## config.mk

```make
export PLATFORM = sky130hd
export DESIGN_NAME = psm_ctrl
export DESIGN_NICKNAME = d
export VERILOG_FILES = /design/src/hw/psm_pkg.sv /design/src/hw/psm_tmr_if.sv /design/src/hw/psm_idle_timer.sv /design/src/hw/psm_wake.sv /design/src/hw/psm_ctrl.sv
export SDC_FILE = /design/constraint.sdc
export NUM_CORES = 1
export LEC_CHECK = 0
export BUFFER_PORTS_ARGS = -buffer_cell sky130_fd_sc_hd__buf_2
export CELL_PAD_IN_SITES_DETAIL_PLACEMENT = 0
export CELL_PAD_IN_SITES_GLOBAL_PLACEMENT = 1
export CORE_ASPECT_RATIO = 0.7
export CORE_UTILIZATION = 39
export CTS_CLUSTER_DIAMETER = 50
export DETAILED_ROUTE_END_ITERATION = 16
export GPL_ROUTABILITY_DRIVEN = 0
export HOLD_SLACK_MARGIN = 0.02
export PLACE_DENSITY_LB_ADDON = 0.1
export SYNTH_ARGS = -nofsm -noshare
export SYNTH_HDL_FRONTEND = slang
export SYNTH_SLANG_ARGS = --single-unit
```

## constraint.sdc

```tcl
create_clock -name clk -period 2.83 [get_ports clk]
set_clock_uncertainty 0.2 [all_clocks]
set_input_delay 0.7075 -clock clk [delete_from_list [all_inputs] [get_ports clk]]
set_output_delay 0.7075 -clock clk [all_outputs]
set_load 0.03 [all_outputs]
```

## src/hw/psm_pkg.sv

```systemverilog
// Package with constants and types of the power-save mode controller
package psm_pkg;

  // Register byte offsets on the APB
  localparam logic [7:0] CTRL_OFS = 8'h00;
  localparam logic [7:0] WKEN_OFS = 8'h04;
  localparam logic [7:0] WKEDG_OFS = 8'h08;
  localparam logic [7:0] WKPND_OFS = 8'h0C;
  localparam logic [7:0] STAT_OFS = 8'h10;
  localparam logic [7:0] TMR_OFS = 8'h14;

  // Control register field positions
  localparam int CTRL_HALT_BIT = 0;
  localparam int CTRL_IDLE_BIT = 1;
  localparam int CTRL_DLY_BIT = 2;
  localparam int CTRL_IDLE_TIMER_IRQ_ENABLE_BIT = 3;
  localparam int CTRL_CMEN_BIT = 4;

  // Status register field positions
  localparam int STAT_PND_BIT = 0;
  localparam int STAT_STATE_LSB = 1;

  // Reset values
  localparam logic [7:0] WAKE_RST = 8'h00;
  localparam logic [15:0] TMR_RST = 16'h0000;

  // Timing counts
  localparam int TC_DIV = 10;
  localparam logic [15:0] STAB_LOAD = 16'h0100;
  localparam int TOGGLE_BIT = 12;

  // Power-save controller states
  typedef enum logic [1:0] {
    ST_RUN = 2'b00,
    ST_HALT = 2'b01,
    ST_IDLE = 2'b10,
    ST_STAB = 2'b11
  } psm_state_t;

endpackage

```

## src/hw/psm_tmr_if.sv

```systemverilog
// Interface between the sequencer and its idle timer
`timescale 1ns/1ns
interface psm_tmr_if;
  logic run;
  logic load;
  logic countDown;
  logic tick;
  logic toggle;
  logic expired;
  logic [15:0] count;

  modport ctrl (output run, output load, output countDown,
                input tick, input toggle, input expired, input count);
  modport timer (input run, input load, input countDown,
                 output tick, output toggle, output expired, output count);
endinterface

```

## src/hw/psm_idle_timer.sv

```systemverilog
// Instruction-cycle divider and free-running idle timer
`timescale 1ns/1ns
module psm_idle_timer (
  input wire logic clk,
  input wire logic rst_n,
  psm_tmr_if.timer tif
);

  logic [3:0] divCnt_r;
  logic [3:0] divCnt_nxt;
  logic [15:0] count_r;
  logic [15:0] count_nxt;

  // Divide the oscillator by ten to form the instruction cycle
  always_comb begin
    divCnt_nxt = divCnt_r;
    if (tif.run) begin
      if (divCnt_r == 4'(psm_pkg::TC_DIV - 1)) begin
        divCnt_nxt = 4'h0;
      end else begin
        divCnt_nxt = divCnt_r + 4'h1;
      end
    end
  end

  assign tif.tick = tif.run && (divCnt_r == 4'(psm_pkg::TC_DIV - 1));

  // Load 256 on wake, count down during stabilisation, else count up
  always_comb begin
    count_nxt = count_r;
    if (tif.load) begin
      count_nxt = psm_pkg::STAB_LOAD;
    end else if (tif.tick) begin
      if (tif.countDown) begin
        count_nxt = (count_r == 16'h0000) ? count_r : count_r - 16'h0001;
      end else begin
        count_nxt = count_r + 16'h0001;
      end
    end
  end

  always_ff @(posedge clk or negedge rst_n) begin
    if (!rst_n) begin
      divCnt_r <= 4'h0;
      count_r <= psm_pkg::TMR_RST;
    end else begin
      divCnt_r <= divCnt_nxt;
      count_r <= count_nxt;
    end
  end

  // Bit twelve flips when the low twelve bits wrap
  assign tif.toggle = tif.tick && !tif.countDown &&
                      (count_r[psm_pkg::TOGGLE_BIT-1:0] == 12'hFFF);
  assign tif.expired = tif.countDown && (count_r == 16'h0000);
  assign tif.count = count_r;
endmodule // psm_idle_timer

```

## src/hw/psm_wake.sv

```systemverilog
// Multi-input wake-up port: synchroniser, edge select and pending flags
`timescale 1ns/1ns
module psm_wake #(
  parameter int WIDTH = 8
) (
  input wire logic clk,
  input wire logic rst_n,
  input wire logic [WIDTH-1:0] wakePins,
  input wire logic [WIDTH-1:0] edgeSel,
  input wire logic clrStrobe,
  input wire logic [WIDTH-1:0] keepMask,
  output logic [WIDTH-1:0] pending
);

  logic [WIDTH-1:0] sync1_r;
  logic [WIDTH-1:0] sync2_r;
  logic [WIDTH-1:0] prev_r;
  logic [WIDTH-1:0] pend_r;
  logic [WIDTH-1:0] pend_nxt;
  logic [WIDTH-1:0] hit;

  // Edge select: one picks a falling edge, zero a rising edge
  always_comb begin
    for (int i = 0; i < WIDTH; i++) begin
      hit[i] = edgeSel[i] ? (prev_r[i] && !sync2_r[i])
                          : (!prev_r[i] && sync2_r[i]);
    end
    pend_nxt = pend_r;
    if (clrStrobe) begin
      pend_nxt = pend_r & keepMask;
    end
    pend_nxt = pend_nxt | hit; // Set wins over a same-cycle clear
  end

  // Two-stage synchroniser, then edge history and pending flags
  always_ff @(posedge clk or negedge rst_n) begin
    if (!rst_n) begin
      sync1_r <= '0;
      sync2_r <= '0;
      prev_r <= '0;
      pend_r <= '0;
    end else begin
      sync1_r <= wakePins;
      sync2_r <= sync1_r;
      prev_r <= sync2_r;
      pend_r <= pend_nxt;
    end
  end

  assign pending = pend_r;

endmodule // psm_wake

```

## src/hw/psm_ctrl.sv

```systemverilog
// Power-save mode sequencer with APB register file
//
// Design decisions made here: the APB slave port and the register offsets.
`timescale 1ns/1ns
// Function
// Writing one to halt flag stops clock, timers and all activity.
// Halt inhibits supervisor; enabled clock monitor drives fault output low.
// Enabled selected edge on wake-up port ends halt.
// Rising edge on oscillator output pin ends halt, RC oscillator only.
// Reset input low leaves halt through normal reset.
// Wake enables oscillator, loads timer 256, clocks chip after expiry.
// Instruction clock is oscillator divided by ten.
// RC option inserts delay only if startup delay select set; reset clears.
// Halt-disable option makes halt writes ineffective.
// Idle stops all but oscillator, supervisor, clock monitor, idle timer.
// Power-save keeps RAM, registers, I/O and other timers unchanged.
// Idle ends on reset or enabled wake-up edge.
// Idle ends when idle timer bit twelve toggles.
// Each bit-twelve toggle sets sticky pending flag until software clears.
// Idle timer interrupt requested only with its enable set.
// With interrupt enabled, service routine runs then returns after idle.
// With interrupt disabled, execution resumes after idle entry.
// Software places two no-ops after halt or idle entry.
// Halt refused while any wake-up bit enabled and pending.
// Halt and idle flags clear automatically when exit completes.
module psm_ctrl #(
  parameter bit HALT_DISABLE = 1'b0,
  parameter bit RC_OSC = 1'b1,
  parameter int WAKE_WIDTH = 8
) (
  input wire logic clk,
  input wire logic rst_n,
  input wire logic psel,
  input wire logic penable,
  input wire logic pwrite,
  input wire logic [7:0] paddr,
  input wire logic [31:0] pwdata,
  output logic [31:0] prdata,
  output logic pready,
  output logic pslverr,
  input wire logic [WAKE_WIDTH-1:0] wakePins,
  input wire logic oscOutputPin,
  output logic coreClkEn,
  output logic oscEnable,
  output logic supervisorEnable,
  output logic supervisorFaultOut_n,
  output logic idleTimerIrq,
  output logic wakeResume
);

  // Register offset decode, shared by the read and write paths
  function automatic logic [2:0] regSel(input logic [7:0] a);
    case (a)
      psm_pkg::CTRL_OFS: regSel = 3'h1;
      psm_pkg::WKEN_OFS: regSel = 3'h2;
      psm_pkg::WKEDG_OFS: regSel = 3'h3;
      psm_pkg::WKPND_OFS: regSel = 3'h4;
      psm_pkg::STAT_OFS: regSel = 3'h5;
      psm_pkg::TMR_OFS: regSel = 3'h6;
      default: regSel = 3'h0;
    endcase
  endfunction

  psm_tmr_if tif ();

  psm_pkg::psm_state_t state_r;
  psm_pkg::psm_state_t state_nxt;
  logic haltFlag_r, haltFlag_nxt;
  logic idleFlag_r, idleFlag_nxt;
  logic dlySel_r, dlySel_nxt;
  logic idle_timer_irq_enable_r, idle_timer_irq_enable_nxt;
  logic cmEn_r, cmEn_nxt;
  logic idle_timer_pending_r, idle_timer_pending_nxt;
  logic [WAKE_WIDTH-1:0] wkEn_r, wkEn_nxt;
  logic [WAKE_WIDTH-1:0] wkEdg_r, wkEdg_nxt;
  logic [WAKE_WIDTH-1:0] wkPnd;
  logic [31:0] prdata_r, prdata_nxt;
  logic slvErr_r, slvErr_nxt;
  logic fault_r, fault_nxt;
  logic irq_r, irq_nxt;
  logic resume_r, resume_nxt;
  logic oscSync1_r, oscSync2_r, oscPrev_r;
  logic wrEn, wakeHit, haltBlocked, oscRise, pndClr;
  logic [2:0] wrSel;

  // Wake-up port edges and pending flags
  psm_wake #(
    .WIDTH(WAKE_WIDTH)
  ) u_wake (
    .clk(clk),
    .rst_n(rst_n),
    .wakePins(wakePins),
    .edgeSel(wkEdg_r),
    .clrStrobe(wrEn && (wrSel == 3'h4)),
    .keepMask(pwdata[WAKE_WIDTH-1:0]),
    .pending(wkPnd)
  );

  psm_idle_timer u_timer (
    .clk(clk),
    .rst_n(rst_n),
    .tif(tif)
  );

  // Oscillator pin passes two flops before edge detection
  always_ff @(posedge clk or negedge rst_n) begin
    if (!rst_n) begin
      oscSync1_r <= 1'b0;
      oscSync2_r <= 1'b0;
      oscPrev_r <= 1'b0;
    end else begin
      oscSync1_r <= oscOutputPin;
      oscSync2_r <= oscSync1_r;
      oscPrev_r <= oscSync2_r;
    end
  end

  assign oscRise = RC_OSC && oscSync2_r && !oscPrev_r;
  assign wakeHit = |(wkEn_r & wkPnd);
  assign haltBlocked = wakeHit;
  assign wrEn = psel && penable && pwrite;
  assign wrSel = regSel(paddr);
  assign pndClr = wrEn && (wrSel == 3'h5) && pwdata[psm_pkg::STAT_PND_BIT];

  // Halt stops the divider and timer, so its count is held
  assign tif.run = (state_r != psm_pkg::ST_HALT);
  assign tif.countDown = (state_r == psm_pkg::ST_STAB);

  // Sequencer next state and flag auto-clear
  always_comb begin
    state_nxt = state_r;
    tif.load = 1'b0;
    resume_nxt = 1'b0;
    case (state_r)
      psm_pkg::ST_RUN: begin
        if (haltFlag_r && !haltBlocked && !HALT_DISABLE) begin
          state_nxt = psm_pkg::ST_HALT;
        end else if (idleFlag_r) begin
          state_nxt = psm_pkg::ST_IDLE;
        end
      end
      psm_pkg::ST_HALT: begin
        if (wakeHit || oscRise) begin
          // Crystal always waits; RC waits only when selected
          if (!RC_OSC || dlySel_r) begin
            state_nxt = psm_pkg::ST_STAB;
            tif.load = 1'b1;
          end else begin
            state_nxt = psm_pkg::ST_RUN;
            resume_nxt = 1'b1;
          end
        end
      end
      psm_pkg::ST_IDLE: begin
        if (wakeHit || tif.toggle) begin
          state_nxt = psm_pkg::ST_RUN;
          resume_nxt = 1'b1;
        end
      end
      psm_pkg::ST_STAB: begin
        if (tif.expired) begin
          state_nxt = psm_pkg::ST_RUN;
          resume_nxt = 1'b1;
        end
      end
      default: begin
        state_nxt = psm_pkg::ST_RUN;
      end
    endcase
  end

  // Control register writes; exits clear the request flags
  always_comb begin
    haltFlag_nxt = haltFlag_r;
    idleFlag_nxt = idleFlag_r;
    dlySel_nxt = dlySel_r;
    idle_timer_irq_enable_nxt = idle_timer_irq_enable_r;
    cmEn_nxt = cmEn_r;
    wkEn_nxt = wkEn_r;
    wkEdg_nxt = wkEdg_r;
    if (wrEn && (wrSel == 3'h1)) begin
      // A halt request is dropped at once if it cannot be honoured
      haltFlag_nxt = pwdata[psm_pkg::CTRL_HALT_BIT] && !HALT_DISABLE &&
                     !haltBlocked;
      idleFlag_nxt = pwdata[psm_pkg::CTRL_IDLE_BIT];
      dlySel_nxt = pwdata[psm_pkg::CTRL_DLY_BIT];
      idle_timer_irq_enable_nxt = pwdata[psm_pkg::CTRL_IDLE_TIMER_IRQ_ENABLE_BIT];
      cmEn_nxt = pwdata[psm_pkg::CTRL_CMEN_BIT];
    end
    if (wrEn && (wrSel == 3'h2)) begin
      wkEn_nxt = pwdata[WAKE_WIDTH-1:0];
    end
    if (wrEn && (wrSel == 3'h3)) begin
      wkEdg_nxt = pwdata[WAKE_WIDTH-1:0];
    end
    if (resume_nxt) begin
      haltFlag_nxt = 1'b0;
      idleFlag_nxt = 1'b0;
    end
  end

  // Sticky pending flag and gated interrupt request
  always_comb begin
    idle_timer_pending_nxt = idle_timer_pending_r;
    if (pndClr) begin
      idle_timer_pending_nxt = 1'b0;
    end
    if (tif.toggle) begin
      idle_timer_pending_nxt = 1'b1;
    end
    // Core vectors to the handler or resumes inline on this level
    irq_nxt = idle_timer_pending_nxt && idle_timer_irq_enable_nxt;
    fault_nxt = !(cmEn_nxt && (state_nxt == psm_pkg::ST_HALT));
  end

  // Read data is sampled in the setup phase so pready can stay high
  always_comb begin
    prdata_nxt = prdata_r;
    slvErr_nxt = slvErr_r;
    if (psel && !penable) begin
      prdata_nxt = 32'h0000_0000;
      slvErr_nxt = (regSel(paddr) == 3'h0);
      case (regSel(paddr))
        3'h1: begin
          prdata_nxt[psm_pkg::CTRL_HALT_BIT] = haltFlag_r;
          prdata_nxt[psm_pkg::CTRL_IDLE_BIT] = idleFlag_r;
          prdata_nxt[psm_pkg::CTRL_DLY_BIT] = dlySel_r;
          prdata_nxt[psm_pkg::CTRL_IDLE_TIMER_IRQ_ENABLE_BIT] = idle_timer_irq_enable_r;
          prdata_nxt[psm_pkg::CTRL_CMEN_BIT] = cmEn_r;
        end
        3'h2: prdata_nxt[WAKE_WIDTH-1:0] = wkEn_r;
        3'h3: prdata_nxt[WAKE_WIDTH-1:0] = wkEdg_r;
        3'h4: prdata_nxt[WAKE_WIDTH-1:0] = wkPnd;
        3'h5: begin
          prdata_nxt[psm_pkg::STAT_PND_BIT] = idle_timer_pending_r;
          prdata_nxt[psm_pkg::STAT_STATE_LSB +: 2] = state_r;
        end
        3'h6: prdata_nxt[15:0] = tif.count;
        default: prdata_nxt = 32'h0000_0000;
      endcase
    end
  end

  // Reset returns to run and clears the delay select
  always_ff @(posedge clk or negedge rst_n) begin
    if (!rst_n) begin
      state_r <= psm_pkg::ST_RUN;
      haltFlag_r <= 1'b0;
      idleFlag_r <= 1'b0;
      dlySel_r <= 1'b0;
      idle_timer_irq_enable_r <= 1'b0;
      cmEn_r <= 1'b0;
      idle_timer_pending_r <= 1'b0;
      wkEn_r <= psm_pkg::WAKE_RST;
      wkEdg_r <= psm_pkg::WAKE_RST;
      prdata_r <= 32'h0000_0000;
      slvErr_r <= 1'b0;
      fault_r <= 1'b1;
      irq_r <= 1'b0;
      resume_r <= 1'b0;
    end else begin
      state_r <= state_nxt;
      haltFlag_r <= haltFlag_nxt;
      idleFlag_r <= idleFlag_nxt;
      dlySel_r <= dlySel_nxt;
      idle_timer_irq_enable_r <= idle_timer_irq_enable_nxt;
      cmEn_r <= cmEn_nxt;
      idle_timer_pending_r <= idle_timer_pending_nxt;
      wkEn_r <= wkEn_nxt;
      wkEdg_r <= wkEdg_nxt;
      prdata_r <= prdata_nxt;
      slvErr_r <= slvErr_nxt;
      fault_r <= fault_nxt;
      irq_r <= irq_nxt;
      resume_r <= resume_nxt;
    end
  end

  // Chip clocks only in run; supervisor off only in halt
  assign coreClkEn = (state_r == psm_pkg::ST_RUN);
  assign oscEnable = (state_r != psm_pkg::ST_HALT);
  assign supervisorEnable = (state_r != psm_pkg::ST_HALT);
  assign supervisorFaultOut_n = fault_r;
  assign idleTimerIrq = irq_r;
  assign wakeResume = resume_r;
  assign pready = 1'b1;
  assign pslverr = psel && penable && slvErr_r;
  assign prdata = prdata_r;
endmodule // psm_ctrl

```

==> flow_metrics.env, run 1 <==
export IMPL_status="complete, no violations"
export IMPL_fin_setup_tns_ns=0
export IMPL_drt_wl_total_um=12400
export IMPL_rows=34
export IMPL_vias=3961
export IMPL_grt_max_degree=42
export IMPL_die_x_um=137
export IMPL_pwr_share_clk=0.351
export IMPL_holdCritPathClass="in2async"
export IMPL_switching_share=0.308
export IMPL_areaGrowthSynthToFinish_pct=17.4
export IMPL_ys_flop_type="dfrtp_1"
export IMPL_ctsResizeCount=0
export IMPL_worstMarginPinSlew_ns=0.798
export IMPL_maxSlewHeadroom=0.468
export IMPL_grt_pass1_vias=3655
export IMPL_synth_seq_cells=99
export IMPL_h_tree_depth=3
export IMPL_p_int_uw=2500
export IMPL_hpwl_um=9400
export IMPL_clkTransAtPathRegs_ns=0.07
export IMPL_postLayoutCoreUtil=0.470
export IMPL_arrival_ns=2.79
export IMPL_hold_slack_ns=0.149
export IMPL_port_buffers=52
export IMPL_drt_initial_drc_count=284
export IMPL_rrSetupSlack_ns=0.1
export IMPL_synthDistinctLibCells=64
export IMPL_dp_cells=722
export IMPL_final_cell_count_no_fill=738
export IMPL_nets=640
export IMPL_synth_top_area_cell="dfrtp_1"
export IMPL_root_buffer="clkbuf_16"
export IMPL_slew_violations=0
export IMPL_synth_area_um2=4970
export IMPL_grtUsageTotal=0.200
export IMPL_power_switching_uw=1110
export IMPL_initial_core_util=0.400
export IMPL_postRouteAntennaNets=0
export IMPL_drt_pass1_iter_count=5
export IMPL_fmax_ghz=0.366
export IMPL_cts_setup_buffers=0
export IMPL_avgSynthCellArea_um2=9.97
export IMPL_antenna_found_initial=0
export IMPL_ys_seq_area_frac=0.498
export IMPL_timing_hold_violations_final=0
export IMPL_setup_worst_path_start="state_r[1]$_DFF_PN0_"
export IMPL_ys_async_sr_fraction=1.00
export IMPL_min_period_over_period=0.966
export IMPL_cp_end_kind="flop"
export IMPL_maxCapViolCount=0
export IMPL_critPathLaunchType="flop"
export IMPL_dieArea_um2=13200
export IMPL_drc_errors=0
export IMPL_ys_warn_count=0
export IMPL_final_common_cell="dfrtp_1"
export IMPL_power_frac_comb=0.197
export IMPL_syn_inst=499
export IMPL_synth_top_area_share=0.493
export IMPL_criticalPathCategory="reg2reg"
export IMPL_worst_slack_ns=0.0973
export IMPL_grt_overflow=0
export IMPL_worstPathMaxFanout=8
export IMPL_setup_viol=0
export IMPL_synth_edf_count=0
export IMPL_synthTopCellsByArea="dfrtp_1 (49%), nand2_1 (5.7%), mux2_2 (4.3%)"
export IMPL_routed_via_density=5.37
export IMPL_seq_power_share=0.452
export IMPL_insertion_delay_ns=0.35
export IMPL_finalCriticalPeriod_ns=2.73
export IMPL_clock_sinks=99
export IMPL_p_per_area_nw_per_um2=619
export IMPL_r2r_start="state_r[1]$_DFF_PN0_"
export IMPL_vdd_drop_max_uv=338
export IMPL_rsz0062_at_grt="no"
export IMPL_fillers=1213
export IMPL_required_ns=2.89
export IMPL_tritoncts="yes"
export IMPL_clk_path_buf_depth=2
export IMPL_drive_above_1_share=0.226
export IMPL_place_ws_ns=0.0121
export IMPL_leakage_uw=0.00276
export IMPL_layout_common_cells="dfrtp_1 (98), nand2_1 (76), buf_2 (51)"
export IMPL_grt_pass1_wl_um=19500
export IMPL_fp_dieH_um=96.5
export IMPL_wire_per_inst_um=16.8
export IMPL_diodes=0
export IMPL_hold_buffers=0
export IMPL_core_area_um2=12400
export IMPL_numCtsBuffers=9
export IMPL_io_pins=94
[worst max-delay path, cell delays in order, from the launching register on]
cell and delay [ns]:
dfrtp_1 0.38, nand2_1 0.11, inv_2 0.11, ha_1 0.36, o211ai_1 0.11, o21a_2 0.26, a2111oi_4 0.43, nor2_1 0.14
or3_1 0.33, a32oi_1 0.21
[power groups by stage]
stage | Clock, uW | Combinational [uW] | Sequential, uW
final | 1270 | 713 | 1630
after global routing | 1360 | 805 | 1650
after CTS | 1310 | 719 | 1630
after detailed placement | 0 | 716 | 1660
after global placement | 0 | 701 | 1660
after floorplan | 0 | 505 | 1630
[final timing paths]
kind / cells after the start / endpoint
max: 9 / u_timer.tif.count[15]$_DFFE_PN0P_
min in group clk: 0 / oscSync2_r$_DFF_PN0_
max in group asynchronous: 2 / wkEn_r[0]$_DFFE_PN0P_
max reg2reg: 9 / u_timer.tif.count[15]$_DFFE_PN0P_
min: 1 / u_wake.sync2_r[4]$_DFF_PN0_
min reg2reg: 0 / oscSync2_r$_DFF_PN0_
[cells by family after synthesis]
| family | synth area share |
|---|---|
| buf+inv | 0.0508 |
| fa+ha+maj | 0.0392 |
| mux | 0.0601 |
| simple gates | 0.172 |
| flops | 0.498 |
| xor+xnor | 0.0211 |
| other cells | 0.00151 |
| compound gates | 0.157 |
[state kept, by name, summed over array words and instances (netlist names), 8 cells and up]
register,cells
wkEdg_r,8
prdata,16
u_timer.tif.count,16
wkEn_r,8
u_wake.prev_r,8
u_wake.sync2_r,8
u_wake.sync1_r,8
u_wake.pending,8
[synthesized netlist by cell type (3+ instances only)]
| cell type | instances |
|---|---|
| and3_1 | 5 |
| clkbuf_1 | 11 |
| a21oi_1 | 22 |
| nand2_1 | 76 |
| xnor2_1 | 6 |
| nor3b_1 | 3 |
| a211oi_1 | 5 |
| inv_1 | 13 |
| a22oi_1 | 5 |
| nand2b_1 | 7 |
| nor2_1 | 29 |
| o211ai_1 | 10 |
| o21ai_0 | 40 |
| a31oi_1 | 3 |
| buf_2 | 3 |
| mux2_2 | 19 |
| a21o_1 | 7 |
| nand3_1 | 21 |
| a221oi_1 | 3 |
| a222oi_1 | 4 |
| mux2i_1 | 7 |
| nor4_1 | 4 |
| nand4_1 | 5 |
| dfrtp_1 | 98 |
| nor2b_1 | 3 |
| buf_4 | 19 |
| ha_1 | 14 |
| xor2_1 | 6 |
| and2_1 | 6 |
[stage by stage]
step | total power [uW] | instance area [um^2]
floorplan | 2130 | 5030
CTS | 3660 | 5820
finish | 3620 | 5840
detailed placement | 2380 | 5520
global placement | 2360 | 5520
global route | 3810 | 5840
[routing by layer]
layer  wire [um]  GRT usage  vias to the layer above
li1            -          -                     1901
met3         823     0.0475                       16
met4         177     0.0696                        0
met1        6510      0.301                     1913
met5           0          0                        -
met2        4920      0.277                      131
[layout make-up]
class                   count  area [um^2]  share of cell area
flip-flops and latches     99         2480               0.424
repair buffers             80          485              0.0831
clock buffers               9          225              0.0386
multi-input cells         368         2320               0.397
clock inverters             7         78.8              0.0135
inverters                  13         48.8             0.00835
well taps                 162          203              0.0347
(Power assumes the default switching activity.)
==> run 2: changes to the inputs <==
CORE_ASPECT_RATIO = not set   (was 0.7)
PLACE_DENSITY = 0.74   (was not set)
PLACE_DENSITY_LB_ADDON = not set   (was 0.1)
==> run 2 against run 1 <==
Total power decreased by 0.95%. Utilization increased by 0.71 points. Sequential power about the same. Maximum frequency increased by 2.1%. Critical endpoint unchanged. Largest cell class unchanged. Critical path type unchanged. Routed wire length decreased by 6.9%.
==> flow_metrics.env, run 2 (synthesized netlist as in run 1, its figures left out) <==
export IMPL_status="complete, no violations"
export IMPL_final_cell_count_no_fill=740
export IMPL_fp_dieH_um=115
export IMPL_vias=3908
export IMPL_fillers=1202
export IMPL_drive_above_1_share=0.217
export IMPL_setup_viol=0
export IMPL_insertion_delay_ns=0.35
export IMPL_initial_core_util=0.407
export IMPL_max_stage_delay_ns=0.44
export IMPL_clk_path_buf_depth=2
export IMPL_crit_buf_inv=1
export IMPL_holdCritPathClass="reg2reg"
export IMPL_rrSetupSlack_ns=0.15
export IMPL_grt_pass1_vias=3705
export IMPL_worstPathMaxFanout=8
export IMPL_vdd_drop_max_uv=285
export IMPL_arrival_ns=2.74
export IMPL_final_common_cell="dfrtp_1"
export IMPL_rsz0062_at_grt="no"
export IMPL_diodes=0
export IMPL_wire_per_inst_um=15.6
export IMPL_grt_overflow=0
export IMPL_grt_pass1_wl_um=18900
export IMPL_cp_top_family="compound AO/OA/AOI/OAI gates"
export IMPL_routed_via_density=5.28
export IMPL_die_x_um=115
export IMPL_criticalPathCategory="reg2reg"
export IMPL_tritoncts="yes"
export IMPL_path_cells="nand2_1 -> inv_2 -> ha_1 -> o211ai_1 -> o21a_1 -> a2111oi_4 -> nor2_1 -> or3_1 -> a32oi_1"
export IMPL_areaGrowthSynthToFinish_pct=17.2
export IMPL_drt_initial_drc_count=256
export IMPL_grtUsageTotal=0.187
export IMPL_h_tree_depth=3
export IMPL_drc_errors=0
export IMPL_fin_setup_tns_ns=0
export IMPL_fmax_ghz=0.374
export IMPL_min_period_over_period=0.946
export IMPL_grt_max_degree=100
export IMPL_drt_pass1_iter_count=6
export IMPL_slew_violations=0
export IMPL_required_ns=2.90
export IMPL_hpwl_um=8430
export IMPL_hold_buffers=0
export IMPL_clkTransAtPathRegs_ns=0.07
export IMPL_clock_sinks=99
export IMPL_nets=636
export IMPL_worstMarginPinSlew_ns=0.756
export IMPL_drt_wl_total_um=11600
export IMPL_leakage_uw=0.00274
export IMPL_dieArea_um2=13200
export IMPL_dp_cells=724
export IMPL_root_buffer="clkbuf_16"
export IMPL_rows=40
export IMPL_critPathLaunchType="flop"
export IMPL_p_per_area_nw_per_um2=615
export IMPL_port_buffers=52
export IMPL_postRouteAntennaNets=0
export IMPL_cp_end_kind="flop"
export IMPL_numCtsBuffers=9
export IMPL_core_area_um2=12200
export IMPL_layout_common_cells="dfrtp_1 (98), nand2_1 (76), buf_2 (51)"
export IMPL_cp_slowest_cell="a2111oi_4"
export IMPL_finalCriticalPeriod_ns=2.68
export IMPL_io_pins=94
export IMPL_timing_hold_violations_final=0
export IMPL_maxCapViolCount=0
export IMPL_antenna_found_initial=0
export IMPL_maxSlewHeadroom=0.496
-- run 2: cell types whose count changed in the layout (fill, tap and decap cells not counted), sizes merged --
| cell | previous run | this run |
|---|---|---|
| buf | 80 | 76 |
| clkbuf | 9 | 10 |
| clkinv | 1 | 2 |
| clkinvlp | 0 | 1 |
| inv | 18 | 15 |
-- run 2: worst register-to-register path: stages (launching register included) --
cell and delay (ns):
dfrtp_1 0.38, nand2_1 0.12, inv_2 0.11, ha_1 0.36, o211ai_1 0.11, o21a_1 0.26, a2111oi_4 0.44, nor2_1 0.12
or3_1 0.32, a32oi_1 0.19
-- run 2: path summary, 6_finish.rpt --
kind,start,to,depth (start not counted)
setup / recovery,state_r[1]$_DFF_PN0_,u_timer.tif.count[15]$_DFFE_PN0P_,9
hold / removal,u_wake.sync1_r[1]$_DFF_PN0_,u_wake.sync2_r[1]$_DFF_PN0_,0
setup reg to reg,state_r[1]$_DFF_PN0_,u_timer.tif.count[15]$_DFFE_PN0P_,9
hold reg to reg,u_wake.sync1_r[1]$_DFF_PN0_,u_wake.sync2_r[1]$_DFF_PN0_,0
max in group asynchronous,rst_n,supervisorFaultOut_n$_DFF_PN1_,2
min in group asynchronous,rst_n,u_wake.sync1_r[5]$_DFF_PN0_,2
-- run 2: what timing repair did --
action,4_1_cts,5_1_grt
endpoints found under the setup margin,0,1
endpoints found under the hold margin,0,0
gates resized for setup,0,3
buffers inserted,0,0
-- run 2: layout make-up --
| class | count | area (um^2) | share of cell area |
|---|---|---|---|
| multi-input cells | 368 | 2320 | 0.398 |
| well taps | 168 | 210 | 0.0361 |
| clock inverters | 6 | 73.8 | 0.0127 |
| flip-flops and latches | 99 | 2480 | 0.425 |
| inverters | 13 | 48.8 | 0.00837 |
| clock buffers | 10 | 229 | 0.0393 |
| repair buffers | 76 | 468 | 0.0803 |
-- run 2: stage by stage --
stage	hold WS [ns]	total power, uW	worst slack [ns]	cell area (um^2)	util
after floorplan	0.131	2130	0.0745	5030	-
after global placement	0.133	2320	0.0596	5510	0.451
after detailed placement	0.136	2350	0.0491	5510	0.451
after CTS	0.150	3620	0.116	5810	0.476
after global routing	0.152	3770	0.0290	5830	0.477
final	0.148	3580	0.153	5830	0.477
-- run 2: where the power goes --
part           internal (uW)  switching [uW]
clock network            699             562
logic                    269             414
registers               1520             118
-- run 2: metal layers --
layer	track usage	wire [um]	vias up
li1	-	-	1892
met1	0.258	5550	1904
met2	0.296	5360	101
met3	0.0438	554	11
met4	0.0494	110	0
met5	0	0	-
==> run 3: changes to the inputs <==
PLACE_DENSITY = 0.78   (was 0.74)
==> run 3 against run 2 <==
Setup slack better by 0.020 ns. First-iteration DRC count is 7.0% higher. Worst hold slack worse by 0.062 ns. Register-to-register slack better by 0.02 ns. Via count is 1.0% lower. Critical path type unchanged.
==> flow_metrics.env, run 3 (synthesized netlist as in run 1, its figures left out) <==
export IMPL_status="complete, no violations"
export IMPL_vias=3868
export IMPL_grt_pass1_vias=3764
export IMPL_top_layer_used="met4"
export IMPL_clkTransAtPathRegs_ns=0.07
export IMPL_leakage_uw=0.00272
export IMPL_grt_pass1_wl_um=19000
export IMPL_dp_cells=722
export IMPL_worstMarginPinSlew_ns=0.755
export IMPL_cts_setup_buffers=0
export IMPL_worstPathMaxFanout=8
export IMPL_required_ns=2.90
export IMPL_slew_violations=0
export IMPL_port_buffers=52
export IMPL_die_x_um=115
export IMPL_drt_initial_drc_count=274
export IMPL_initial_core_util=0.407
export IMPL_postLayoutCoreUtil=0.476
export IMPL_fillers=1183
export IMPL_root_buffer="clkbuf_16"
export IMPL_max_stage_delay_ns=0.41
export IMPL_met2_length_um=5220
export IMPL_timing_hold_violations_final=0
export IMPL_setup_viol=0
export IMPL_drt_wl_total_um=11400
export IMPL_hpwl_um=8610
export IMPL_final_common_cell="dfrtp_1"
export IMPL_grt_overflow=0
export IMPL_path_cells="nand2_1 -> inv_2 -> ha_1 -> o211ai_1 -> o21a_2 -> a2111oi_4 -> nor2_1 -> or3_1 -> a32oi_1"
export IMPL_min_period_over_period=0.939
export IMPL_postRouteAntennaNets=0
export IMPL_final_cell_count_no_fill=738
export IMPL_drt_pass1_iter_count=6
export IMPL_cp_slowest_cell="a2111oi_4"
export IMPL_cp_end_kind="flop"
export IMPL_areaGrowthSynthToFinish_pct=16.9
export IMPL_critPathLaunchType="flop"
export IMPL_numCtsBuffers=9
export IMPL_grt_max_degree=48
export IMPL_drive_above_1_share=0.216
export IMPL_holdCritPathClass="in2async"
export IMPL_fmax_ghz=0.376
export IMPL_insertion_delay_ns=0.35
export IMPL_fp_dieH_um=115
export IMPL_tritoncts="yes"
export IMPL_arrival_ns=2.73
export IMPL_grtUsageTotal=0.186
export IMPL_dieArea_um2=13200
export IMPL_wl_met1_um=5520
export IMPL_rows=40
export IMPL_diodes=0
export IMPL_drc_errors=0
export IMPL_clock_sinks=99
export IMPL_fin_setup_tns_ns=0
export IMPL_antenna_found_initial=0
export IMPL_maxSlewHeadroom=0.497
export IMPL_rsz0062_at_grt="no"
export IMPL_wire_per_inst_um=15.5
export IMPL_core_area_um2=12200
export IMPL_io_pins=94
export IMPL_criticalPathCategory="reg2reg"
export IMPL_routed_via_density=5.24
export IMPL_vdd_drop_max_uv=329
export IMPL_dr_wl_met3_um=570
export IMPL_clk_path_buf_depth=2
export IMPL_hold_slack_ns=0.0855
export IMPL_maxCapViolCount=0
export IMPL_finalCriticalPeriod_ns=2.66
export IMPL_nets=634
export IMPL_layout_common_cells="dfrtp_1 (98), nand2_1 (76), buf_2 (51)"
export IMPL_layout_area_seq_um2=2480
export IMPL_p_total_uw=3570
export IMPL_multiInputGateArea_um2=2310
export IMPL_p_per_area_nw_per_um2=615
export IMPL_h_tree_depth=3
==> run 3: changes by cell type in the layout (fill, tap and decap cells not counted) <==
cell,delta
clkinv_4,+1
buf_4,-2
inv_6,+2
o21a_1,-1
o41ai_1,+1
clkinv_2,-1
o41ai_2,-1
clkbuf_1,-1
o21a_2,+1
inv_8,-1
==> run 3: repair_timing <==
action,in CTS,in global routing
hold buffers,0,0
resized for setup,0,3
endpoints found under the setup margin,0,1
==> run 3: final timing paths <==
kind,startpoint,end,slack [ns],depth (start not counted)
max,state_r[1]$_DFF_PN0_,u_timer.tif.count[15]$_DFFE_PN0P_,0.17,9
min,rst_n,u_wake.sync1_r[3]$_DFF_PN0_,0.09,1
max reg2reg,state_r[1]$_DFF_PN0_,u_timer.tif.count[15]$_DFFE_PN0P_,0.17,9
min reg2reg,u_wake.sync1_r[5]$_DFF_PN0_,u_wake.sync2_r[5]$_DFF_PN0_,0.15,0
max in group asynchronous,rst_n,prdata[10]$_DFFE_PN0P_,1.70,2
min in group clk,u_wake.sync1_r[5]$_DFF_PN0_,u_wake.sync2_r[5]$_DFF_PN0_,0.15,0
==> run 3: per-layer routing <==
metal	vias up	global-route usage
met5	-	0
met4	0	0.0571
met3	9	0.0374
met2	94	0.294
met1	1883	0.258
li1	1882	-
==> run 3: worst max-delay path, delay by kind of cell, from the launching register on <==
kind / cells / cell delay, ns
compound gates: 4 / 0.97
buf+inv: 1 / 0.10
flops: 1 / 0.38
simple gates: 3 / 0.56
fa+ha+maj: 1 / 0.36
==> run 3: cell type report <==
class	count	area share
clock buffer	9	0.0387
clock inverter	7	0.0144
inverter	13	0.00839
multi-input combinational	368	0.398
sequential	99	0.426
tap	168	0.0362
timing repair buffer	74	0.0779
==> run 3: metrics by stage <==
step / worst slack (ns) / area [um^2]
after floorplan: 0.0745 / 5030
after global placement: 0.0744 / 5490
after detailed placement: 0.0549 / 5490
after CTS: 0.0971 / 5800
after global routing: 0.0272 / 5810
final: 0.173 / 5810
==> run 3: power by group <==
part | switching, uW | total, uW | leakage, uW | internal, uW
clock | 561 | 1260 | 0.000149 | 701
combinational | 399 | 660 | 0.00133 | 262
sequential | 129 | 1650 | 0.00124 | 1520
